===== src/ifs_pkg.sv =====
// Field layout, encodings and opcodes of the integer and FP status flags
package ifs_pkg;
  // ---------------------------------------------------------------
  // Integer exception register layout (vector bit = 31 - doc bit)
  // ---------------------------------------------------------------
  localparam int XER_SO = 31;
  localparam int XER_OV = 30;
  localparam int XER_CA = 29;
  localparam int XER_RSV_HI = 28;
  localparam int XER_RSV_LO = 7;
  localparam int XER_CNT_HI = 6;
  localparam int XER_CNT_LO = 0;
  localparam logic [31:0] XER_RESET = 32'h0;
  localparam logic [6:0] CNT_RESET = 7'h0;

  // ---------------------------------------------------------------
  // FP status/control tail layout
  // ---------------------------------------------------------------
  localparam int FP_RELAX = 2;
  localparam int FP_RND_HI = 1;
  localparam int FP_RND_LO = 0;
  localparam int FP_CLS_HI = 16;
  localparam int FP_CLS_LO = 12;
  localparam logic [31:0] FP_RESET = 32'h0;

  // Rounding select codes and the one-hot decode base
  localparam logic [1:0] RND_NEAREST = 2'h0;
  localparam logic [1:0] RND_ZERO = 2'h1;
  localparam logic [1:0] RND_PINF = 2'h2;
  localparam logic [1:0] RND_NINF = 2'h3;
  localparam logic [3:0] RND_ONEHOT_BASE = 4'h1;

  // Result-class flag codes
  localparam logic [4:0] CLS_QNAN = 5'h11;
  localparam logic [4:0] CLS_NINF = 5'h09;
  localparam logic [4:0] CLS_NNORM = 5'h08;
  localparam logic [4:0] CLS_NDEN = 5'h18;
  localparam logic [4:0] CLS_NZERO = 5'h12;
  localparam logic [4:0] CLS_PZERO = 5'h02;
  localparam logic [4:0] CLS_PDEN = 5'h14;
  localparam logic [4:0] CLS_PNORM = 5'h04;
  localparam logic [4:0] CLS_PINF = 5'h05;

  // Word constants for overflow tests
  localparam logic [31:0] WORD_MIN = 32'h8000_0000;
  localparam logic [31:0] WORD_ONES = 32'hFFFF_FFFF;
  localparam logic [31:0] WORD_ZERO = 32'h0;

  typedef enum logic [3:0] {
    OP_ADD, OP_SUBF, OP_NEG, OP_ADDC, OP_SUBFC, OP_ADDE, OP_SUBFE,
    OP_MULLW, OP_DIVW, OP_DIVWU, OP_SRAW, OP_CMP, OP_OTHER
  } ifs_op_type;

  typedef enum logic [3:0] {
    C_QNAN, C_NINF, C_NNORM, C_NDEN, C_NZERO, C_PZERO, C_PDEN, C_PNORM, C_PINF
  } ifs_class_type;
endpackage


===== src/ifs_status_flags.sv =====
// Integer exception register and FP status/control tail flag logic
`timescale 1ns/1ps
`default_nettype none

// How it works
// [RL1] Relaxed mode flushes denormal results to signed zero, only while fpImplOk is high
// [RL2] Two-bit field selects one of four roundings
// [RL3] Result class encoded into five flag bits
// [RL4] Integer exception register is full 32-bit word
// [RL5] Flags come from whole result, not partials
// [RL6] Sticky bit sets with wrap, clears by write/copy
// [RL7] Non-overflowing instructions keep sticky bit
// [RL8] Write of sticky zero, wrap one obeyed
// [RL9] Add family wrap from msb carry mismatch
// [RL10] Multiply/divide wrap when result exceeds word
// [RL11] Non-overflowing instructions keep signed wrap flag
// [RL12] Carrying/extended adds set carry on msb carry-out
// [RL13] Algebraic right shift carry on lost ones of a negative source
// [RL14] Non-carrying instructions keep unsigned wrap bit
// [RL15] Low seven bits hold string byte count
// [RL16] Reserved bits read zero, writes ignored
module ifs_status_flags (
  // Clock, reset, enable
  input wire logic mclk,
  input wire logic rst_n,
  input wire logic ce,
  // Integer completion
  input wire logic intDone,
  input wire ifs_pkg::ifs_op_type intOp,
  input wire logic intOvEnable,
  input wire logic [31:0] opA,
  input wire logic [31:0] opB,
  input wire logic [5:0] shiftAmt,
  // Special-register access
  input wire logic spWrite,
  input wire logic [31:0] spData,
  input wire logic crCopyReq,
  input wire logic fpCtlWrite,
  input wire logic [31:0] fpCtlData,
  // FP completion
  input wire logic fpDone,
  input wire ifs_pkg::ifs_class_type fpClass,
  input wire logic fpImplOk,
  // Outputs
  output logic [31:0] xerValue,
  output logic [3:0] crCopy,
  output logic [6:0] byteCount,
  output logic [31:0] fpStatus,
  output logic [3:0] roundMode,
  output logic flushZero
);
  // ---------------------------------------------------------------
  // Integer flag computation
  // ---------------------------------------------------------------
  logic [31:0] x;
  logic [31:0] y;
  logic cin;
  logic [32:0] sum;
  logic signed [63:0] prod;
  logic ovUpd;
  logic ovCalc;
  logic caUpd;
  logic caCalc;
  logic addOv;

  assign prod = $signed(opA) * $signed(opB);
  // Three-operand sum taken as a whole, so carry-in is never split off
  assign sum = {1'h0, x} + {1'h0, y} + {32'h0, cin}; // RL5
  // Carry out of msb versus carry into it
  assign addOv = sum[32] ^ (x[31] ^ y[31] ^ sum[31]); // RL9

  always_comb
  begin
    x = opA;
    y = opB;
    cin = 1'h0;
    ovUpd = 1'h0;
    ovCalc = 1'h0;
    caUpd = 1'h0;
    caCalc = 1'h0;
    unique case (intOp)
      ifs_pkg::OP_ADD, ifs_pkg::OP_ADDC, ifs_pkg::OP_ADDE:
      begin
        if (intOp == ifs_pkg::OP_ADDE)
          cin = xerValue[ifs_pkg::XER_CA];
        ovUpd = intOvEnable; // RL9
        ovCalc = addOv;
        caUpd = (intOp != ifs_pkg::OP_ADD); // RL12
        caCalc = sum[32];
      end
      ifs_pkg::OP_SUBF, ifs_pkg::OP_SUBFC, ifs_pkg::OP_SUBFE:
      begin
        x = ~opA;
        cin = (intOp == ifs_pkg::OP_SUBFE) ? xerValue[ifs_pkg::XER_CA] : 1'h1;
        ovUpd = intOvEnable; // RL9
        ovCalc = addOv;
        caUpd = (intOp != ifs_pkg::OP_SUBF); // RL12
        caCalc = sum[32];
      end
      ifs_pkg::OP_NEG:
      begin
        x = ~opA;
        y = ifs_pkg::WORD_ZERO;
        cin = 1'h1;
        ovUpd = intOvEnable; // RL9
        ovCalc = addOv;
      end
      ifs_pkg::OP_MULLW:
      begin
        ovUpd = intOvEnable; // RL10
        ovCalc = (prod[63:31] != {33{prod[31]}});
      end
      ifs_pkg::OP_DIVW:
      begin
        ovUpd = intOvEnable; // RL10
        ovCalc = (opB == ifs_pkg::WORD_ZERO) ||
                 (opA == ifs_pkg::WORD_MIN && opB == ifs_pkg::WORD_ONES);
      end
      ifs_pkg::OP_DIVWU:
      begin
        ovUpd = intOvEnable; // RL10
        ovCalc = (opB == ifs_pkg::WORD_ZERO);
      end
      ifs_pkg::OP_SRAW:
      begin
        caUpd = 1'h1; // RL13
        // Shift of 32 or more drops every bit, so sign alone decides
        if (shiftAmt[5])
          caCalc = opA[31];
        else
          caCalc = opA[31] && |(opA & ~(ifs_pkg::WORD_ONES << shiftAmt[4:0]));
      end
      // Compares and the rest cannot wrap or carry
      ifs_pkg::OP_CMP, ifs_pkg::OP_OTHER:
      begin
        ovUpd = 1'h0; // RL7 RL11 RL14
      end
      default:
      begin
        ovUpd = 1'h0;
      end
    endcase
  end

  logic intOv;
  logic intCa;
  assign intOv = intDone && ovUpd;
  assign intCa = intDone && caUpd;

  // ---------------------------------------------------------------
  // Integer exception register
  // ---------------------------------------------------------------
  logic next_so;
  logic next_ov;
  logic next_ca;

  always_comb
  begin
    next_so = xerValue[ifs_pkg::XER_SO];
    next_ov = xerValue[ifs_pkg::XER_OV];
    next_ca = xerValue[ifs_pkg::XER_CA];
    if (spWrite)
    begin
      // Sticky taken as written, never derived from the written wrap flag
      next_so = spData[ifs_pkg::XER_SO]; // RL8
      next_ov = spData[ifs_pkg::XER_OV];
      next_ca = spData[ifs_pkg::XER_CA];
    end
    else if (crCopyReq)
    begin
      next_so = 1'h0; // RL6
      next_ov = 1'h0;
      next_ca = 1'h0;
    end
    // Hardware updates win over a same-cycle clear
    if (intOv)
      next_ov = ovCalc; // RL9 RL10 RL11
    if (intOv && ovCalc)
      next_so = 1'h1; // RL6 RL7
    if (intCa)
      next_ca = caCalc; // RL12 RL13 RL14
  end

  always_ff @(posedge mclk)
  begin
    if (!rst_n)
      xerValue <= ifs_pkg::XER_RESET;
    else if (ce)
    begin
      xerValue[ifs_pkg::XER_SO] <= next_so;
      xerValue[ifs_pkg::XER_OV] <= next_ov;
      xerValue[ifs_pkg::XER_CA] <= next_ca;
      xerValue[ifs_pkg::XER_RSV_HI:ifs_pkg::XER_RSV_LO] <= '0; // RL4 RL16
      if (spWrite)
        xerValue[ifs_pkg::XER_CNT_HI:ifs_pkg::XER_CNT_LO] <=
          spData[ifs_pkg::XER_CNT_HI:ifs_pkg::XER_CNT_LO]; // RL15
    end
  end

  // Byte count mirror for the string unit
  always_ff @(posedge mclk)
  begin
    if (!rst_n)
      byteCount <= ifs_pkg::CNT_RESET;
    else if (ce && spWrite)
      byteCount <= spData[ifs_pkg::XER_CNT_HI:ifs_pkg::XER_CNT_LO]; // RL15
  end

  // Copy of the top four bits taken before the clear
  always_ff @(posedge mclk)
  begin
    if (!rst_n)
      crCopy <= 4'h0;
    else if (ce && crCopyReq)
      crCopy <= xerValue[ifs_pkg::XER_SO -: 4]; // RL6
  end

  // ---------------------------------------------------------------
  // FP status/control tail
  // ---------------------------------------------------------------
  logic flushNow;
  logic [4:0] clsCode;

  assign flushNow = fpDone && fpImplOk && fpStatus[ifs_pkg::FP_RELAX] &&
                    (fpClass == ifs_pkg::C_NDEN || fpClass == ifs_pkg::C_PDEN);

  always_comb
  begin
    clsCode = ifs_pkg::CLS_PZERO;
    unique case (fpClass)
      ifs_pkg::C_QNAN: clsCode = ifs_pkg::CLS_QNAN; // RL3
      ifs_pkg::C_NINF: clsCode = ifs_pkg::CLS_NINF;
      ifs_pkg::C_NNORM: clsCode = ifs_pkg::CLS_NNORM;
      ifs_pkg::C_NDEN: clsCode = flushNow ? ifs_pkg::CLS_NZERO : ifs_pkg::CLS_NDEN; // RL1
      ifs_pkg::C_NZERO: clsCode = ifs_pkg::CLS_NZERO;
      ifs_pkg::C_PZERO: clsCode = ifs_pkg::CLS_PZERO;
      ifs_pkg::C_PDEN: clsCode = flushNow ? ifs_pkg::CLS_PZERO : ifs_pkg::CLS_PDEN; // RL1
      ifs_pkg::C_PNORM: clsCode = ifs_pkg::CLS_PNORM;
      ifs_pkg::C_PINF: clsCode = ifs_pkg::CLS_PINF;
      default: clsCode = ifs_pkg::CLS_QNAN;
    endcase
  end

  always_ff @(posedge mclk)
  begin
    if (!rst_n)
      fpStatus <= ifs_pkg::FP_RESET;
    else if (ce)
    begin
      if (fpCtlWrite)
      begin
        fpStatus[ifs_pkg::FP_RELAX] <= fpCtlData[ifs_pkg::FP_RELAX];
        fpStatus[ifs_pkg::FP_RND_HI:ifs_pkg::FP_RND_LO] <=
          fpCtlData[ifs_pkg::FP_RND_HI:ifs_pkg::FP_RND_LO];
      end
      // A completing result overrides a same-cycle software write
      if (fpDone)
        fpStatus[ifs_pkg::FP_CLS_HI:ifs_pkg::FP_CLS_LO] <= clsCode; // RL3
      else if (fpCtlWrite)
        fpStatus[ifs_pkg::FP_CLS_HI:ifs_pkg::FP_CLS_LO] <=
          fpCtlData[ifs_pkg::FP_CLS_HI:ifs_pkg::FP_CLS_LO];
    end
  end

  // One-hot rounding selection for the FP datapath
  always_ff @(posedge mclk)
  begin
    if (!rst_n)
      roundMode <= ifs_pkg::RND_ONEHOT_BASE;
    else if (ce && fpCtlWrite)
      roundMode <= ifs_pkg::RND_ONEHOT_BASE <<
        fpCtlData[ifs_pkg::FP_RND_HI:ifs_pkg::FP_RND_LO]; // RL2
  end

  always_ff @(posedge mclk)
  begin
    if (!rst_n)
      flushZero <= 1'h0;
    else if (ce)
      flushZero <= flushNow; // RL1
  end

  // ---------------------------------------------------------------
  // Assertions
  // ---------------------------------------------------------------
  logic refAddOv;
  logic [32:0] refCarry;
  assign refCarry = {1'h0, opA} + {1'h0, opB};
  assign refAddOv = (opA[31] == opB[31]) && (refCarry[31] != opA[31]);
endmodule

`default_nettype wire


===== config.mk =====
export PLATFORM = sky130hd
export DESIGN_NAME = ifs_status_flags
export DESIGN_NICKNAME = d
export VERILOG_FILES = /design/src/ifs_pkg.sv /design/src/ifs_status_flags.sv
export SDC_FILE = /design/constraint.sdc
export NUM_CORES = 2
export LEC_CHECK = 0
export BUFFER_PORTS_ARGS = -buffer_cell sky130_fd_sc_hd__buf_4
export CORE_MARGIN = 3
export CORE_UTILIZATION = 60
export CTS_BUF_LIST = sky130_fd_sc_hd__clkbuf_8
export DETAILED_ROUTE_END_ITERATION = 10
export PLACE_DENSITY = 0.79
export RECOVER_POWER = 100
export SYNTH_ARGS = -nofsm -noshare
export SYNTH_HDL_FRONTEND = slang
export SYNTH_SLANG_ARGS = --single-unit

===== constraint.sdc =====
create_clock -name mclk -period 19.8 [get_ports mclk]
set_input_delay 3.96 -clock mclk [delete_from_list [all_inputs] [get_ports mclk]]
set_output_delay 3.96 -clock mclk [all_outputs]
set_load 0.005 [all_outputs]

* After elaboration in Yosys (flattened, before gate mapping)
Cells that the tools add are included.
Storage, ports and cells: bits in registers 33, bits in latches 0, RAM bits 0, memory bits (read-only) 0, bits of input ports 152, output and inout port bits 80, logic and storage cells 98, memories 0
Operators by class: add/subtract/negate cells 2, multipliers 1, divide/modulo/power cells 0, magnitude comparators 0, eq/ne operators 22, shift-type cells 2, mux-type cells 22, bitwise logic cells 6, reductions and logical operators 33
Operators by type and width (number):
- 32-bit equality test (second input constant) | 2
- 32-bit by 32-bit multiplier with 64-bit output | 1
- 32-bit two-way mux | 2
- 32-bit inverter | 2
- 5-bit case mux with 8 select lines | 1
- 32-bit by 32-bit adder with 33-bit output | 1
- 33-bit by 1-bit adder with 33-bit output | 1
- 32-bit AND | 1
- 4-bit by 3-bit equality test with 1-bit output (second input constant) | 8
- 32-bit zero test | 1
- 32-bit != test | 1
- 32-bit OR reduction | 1
- 32-bit by 5-bit left shift with 32-bit output (first input constant) | 1
- 4-bit by 2-bit equality test with 1-bit output (second input constant) | 4
- 4-bit equality test (second input constant) | 4
- 5-bit two-way mux | 3
- 2-bit AND reduction | 6
- 1-bit logical AND | 11
- 1-bit two-way mux | 11
- 10-bit OR reduction | 1
- 3-bit nonzero test | 3
- 4-bit by 1-bit equality test with 1-bit output (second input constant) | 2
- 7-bit OR reduction | 1
- 1-bit case mux with 3 select lines | 2
- 13 further kinds | 17

* Longest topological paths before layout
word-level depth 11, gate-level depth with buffers 31, mapped depth without buffers 28

* Worst setup path before layout
No wires, ideal clock.
kind in2reg, start input port opA[31], end register xerValue[30], library setup time 0.123 ns, arrival 11.960 ns, data required time 19.677 ns, path slack 7.717 ns, stages 29, buffers on the path 3, cell sequence clkbuf_1 > clkbuf_1 > nand2_1 > inv_1 > fa_1 > fa_1 > inv_1 > fa_1 > inv_1 > fa_1 > inv_1 > fa_1 > fa_1 > fa_1 > fa_1 > inv_1 > ha_1 > clkbuf_1 > nand3_1 > nor2_1 > nand4_1 > a311o_1 > a211oi_1 > a211oi_1 > or2_1 > nor4_2 > nor3b_2 > o21ba_2 > a31oi_1
On the way: word-level cells in the longest chain between the ends 8, elaborated cells between the ends (all ways) 14, classes of those cells add/sub: 2; mul: 1; eq/ne: 2; mux: 3; bitwise: 4; reduce/logical: 2
Ends and longest elaborated chain:
- start, declared | RTL line ifs_status_flags.sv:31 | input wire logic [31:0] opA,
- parallel branches: the longest is 6 deep, another holds 32-bit by 32-bit multiplier with 64-bit output
- 1-bit case mux with 4 select lines * | RTL line ifs_status_flags.sv:81 | unique case (intOp)
- 1-bit two-way mux * | RTL line ifs_status_flags.sv:176 | if (intOv)
- end signal, assigned | RTL line ifs_status_flags.sv:187 | xerValue <= ifs_pkg::XER_RESET;
- end signal, assigned by index | RTL line ifs_status_flags.sv:190 | xerValue[ifs_pkg::XER_SO] <= next_so;
- end signal, assigned by index | RTL line ifs_status_flags.sv:191 | xerValue[ifs_pkg::XER_OV] <= next_ov;
- end, declared | RTL line ifs_status_flags.sv:45 | output logic [31:0] xerValue,
Mark *: on every way between the ends. A chain may end at the register's enable or synchronous reset.

* Worst setup path in the final report
start input port opB[5], end register xerValue[30]
On the way: word-level cells in the longest chain between the ends 7, elaborated cells between the ends (all ways) 13, classes of those cells add/sub: 2; mul: 1; eq/ne: 2; mux: 3; bitwise: 2; reduce/logical: 3
Ends and longest elaborated chain:
- start, declared | RTL line ifs_status_flags.sv:32 | input wire logic [31:0] opB,
- parallel branches: the longest is 5 deep, another holds 32-bit by 32-bit multiplier with 64-bit output
- 1-bit case mux with 4 select lines * | RTL line ifs_status_flags.sv:81
- 1-bit two-way mux * | RTL line ifs_status_flags.sv:176
Marks and branches as above.

==> metrics.md <==
| Metric | Value |
|---|---|
| Diode count | 0 |
| Post-synth top area share | 54.8% |
| Hold Path Stages | 2 |
| Clk Latency, worst-skew pair | 0.28 ns |
| Hold_buf cts | 0 |
| Count leader, synth | fa_1 |
| Vias in the first global route | 32,500 |
| Via count | 29,600 |
| Startpoint class of the critical path | primary input |
| Die height | 262 um |
| Compound-Gate Fraction of Synth Area | 6.28% |
| Worst-Margin Slew | 3.23 ns |
| Fmax | 69.9 MHz |
| Post-synthesis sequential area ratio | 1.32% |
| Critical Path AT | 14.48 ns |
| Area grow syn2layout | 2.26% |
| Slew margin rel. | -116% |
| Run status | finished, violations left |
| Synth area leader | fa_1 |
| Worst hold slack | 0.470 ns |
| H-tree depth | 1 |
| Non-filler cells, final | 5,001 |
| # fillers | 5,339 |
| Core Rows | 93 |
| Multiplexer share of the synthesized area | 0.159% |
| Setup Skew | 0.00591 ns |
| Residual DRC | 0 |
| Final worst slack | 5.50 ns |
| Placer Congestion | 0.953 |
| Final min period | 14.30 ns |
| Final setup vio count | 0 |
| IO Pins | 232 |
| Detailed placement HPWL | 79,800 um |
| Wire length per cell | 20.9 um |
| Slew Viols, Final | 69 |
| Top cells by count, synth | 1,081 x fa_1, 757 x inv_1, 642 x nand2_1 |
| Setup WS pre-CTS | 6.62 ns |
| Post-route ant nets | 0 |
| RSZ-0062 raised after global routing | no |
| Syn Area/Cell | 9.20 sq um |
| Cells after Synth | 4,288 |
| Crit path kind | primary input to register |
| Worst Hold Class | register to register |
| Register-to-Register Path Depth | 11 |
| Top post-synthesis cells by area | fa_1 55%, inv_1 7.2%, and2_1 7.2% |
| Crit path capture type | register |
| DIE AREA | 0.0689 sq mm |
| TritonCTS buffer count | 3 |
| Root Driver | clkbuf_8 |
| Initial antenna violation count | 3 |
| Ys async rst share | 0% |
| Crit path max fanout | 35 |
| Post-Syn Area | 0.0395 sq mm |
| Largest net degree at the start of global routing | 37 |
| Post-Synth Adder-Cell Area | 61.6% |
| Total number of clock tree sinks | 26 |
| Post-synth top flop | dfxtp_1 |
| Core ar. | 0.0648 sq mm |
| DR iter-0 viols | 2,071 |
| Gr usage total | 31.4% |
| Violated checks | max-capacitance violations, max-slew violations |
| CTS tree | done |
| Final WL | 104,000 um |
| WP data required | 19.98 ns |
| Max cap viols | 2 |
| CTS clock-pin slew for the worst setup and hold paths | 0.10 ns |
| Nets | 5,592 |
| Period utilisation layout | 72.2% |
| First-pass GRT wire length | 173,000 um |
| Footprint of the multi-input gates | 0.0348 sq mm |
| Yosys warns | 0 |
| Synthesized flop and latch total | 26 |
| Post-CTS sizing | 0 |
| Post-synthesis simple-gate area fraction | 18.2% |
| Yosys cell types | 89 |
| Share of cells above drive strength 1 | 4.17% |
| Post-synth EDFFs | 0 |
| Initial core utilization | 60.9% |
| Setup TNS | 0 ns |
| IO Port Bufs | 138 |
| Final Hold Vio Count | 0 |
| 1st-pass router iterations | 7 |
| Die width | 262 um |
| Longest Clk Path Bufs | 2 |
| Placed insts | 4,997 |
| Total gr overflow | 0 |
| Postcts setup bufs | 0 |
| Register Area | 520 sq um |
| Post-Synth XOR/XNOR Area | 1.51% |
| Vias/cell | 5.91 |
| Largest family of logic cells by synthesized area | adder cells |
==> worst paths after layout <==
kind / start / end / slack, ns
max: opB[5] / xerValue[30] / 5.50
min: roundMode[3] / roundMode[3] / 0.47
max reg2reg: xerValue[29] / xerValue[30] / 16.94
min reg2reg: roundMode[3] / roundMode[3] / 0.47
==> placed cells by master (no fill, tap or decap), types with 5 or more instances in the layout <==
cell type	netlist	routed
nand3_1	36	36
dfxtp_1	26	26
o21ai_0	64	65
and2_1	452	450
o21a_1	11	11
o22ai_1	11	11
xor2_1	44	44
xnor2_1	24	24
nand4_1	36	36
nor2b_1	41	41
o21bai_1	5	5
nand2_1	642	642
or3_1	8	8
fa_1	1081	1081
o211ai_1	15	15
a21boi_0	19	19
nor2_1	80	80
o21ai_1	7	6
a21oi_1	108	108
a31oi_1	13	13
nor4_1	20	20
a211oi_1	15	15
nor3_1	18	18
a21o_1	24	24
inv_1	757	757
buf_4	55	110
o31ai_1	8	9
conb_1	1	47
clkbuf_4	0	32
nand4b_1	7	7
nor4b_1	5	5
nor3b_1	6	5
ha_1	212	212
nand2b_1	38	38
a211o_1	7	7
==> routing by layer <==
metal  up-vias  GRT usage [%]  wire [um]  share of wire (%)
met4         0           11.3       4790                4.6
met1     15400           40.8      38700                 37
met3       314           4.54       8800                8.4
met5         -              0          0                  0
met2      1357           54.0      52100                 50
li1      12500              -          -                  -
==> flip-flops by register name, summed over array words and instances, names as in the netlist <==
| signal | cells |
|---|---|
| xerValue | 10 |
| roundMode | 4 |
| fpStatus | 8 |
| flushZero | 1 |
| crCopy | 3 |
==> kinds of logic (layout without fill, tap and decap cells) <==
family / after synthesis / in the layout
buf+inv: 1095 / 907
xor+xnor: 68 / 68
other cells: 1 / 47
mux: 6 / 6
compound gates: 371 / 371
flops: 26 / 26
simple gates: 1427 / 1427
fa+ha+maj: 1294 / 1294
==> worst max-delay path, stage by stage <==
cell and delay, ns:
clkbuf_1 1.40, nand2_1 0.28, inv_1 0.23, fa_1 0.50, fa_1 0.72, inv_1 0.10, fa_1 0.54, inv_1 0.07
fa_1 0.51, inv_1 0.65, fa_1 0.57, fa_1 0.56, fa_1 0.43, fa_1 0.51, inv_1 0.04, ha_1 0.43
nand2_1 0.15, o21ai_0 0.66, a311o_1 0.46, nor2_1 0.12, o21a_1 0.19, o31ai_1 0.24, xor2_1 0.25, mux2i_1 0.15
nor4_1 0.32, o211a_1 0.28, a31oi_1 0.10
==> layout make-up <==
| class | instances | share of cell area (%) |
|---|---|---|
| inverters | 758 | 7.05 |
| well taps | 855 | 2.65 |
| multi-input cells | 3213 | 86.2 |
| clock buffers | 4 | 0.136 |
| repair buffers | 145 | 2.67 |
| flip-flops and latches | 26 | 1.29 |
==> stage by stage <==
step | area, sq um | util (%)
2_1_floorplan | 39600 | -
3_3_place_gp | 40300 | 62.2
3_5_place_dp | 40300 | 62.2
4_1_cts | 40400 | 62.3
5_1_grt | 40400 | 62.3
6_report | 40400 | 62.3
Power is left out: the tool's default activity adds up to more than one toggle a clock period on the data nets, which glitch-free logic cannot reach.
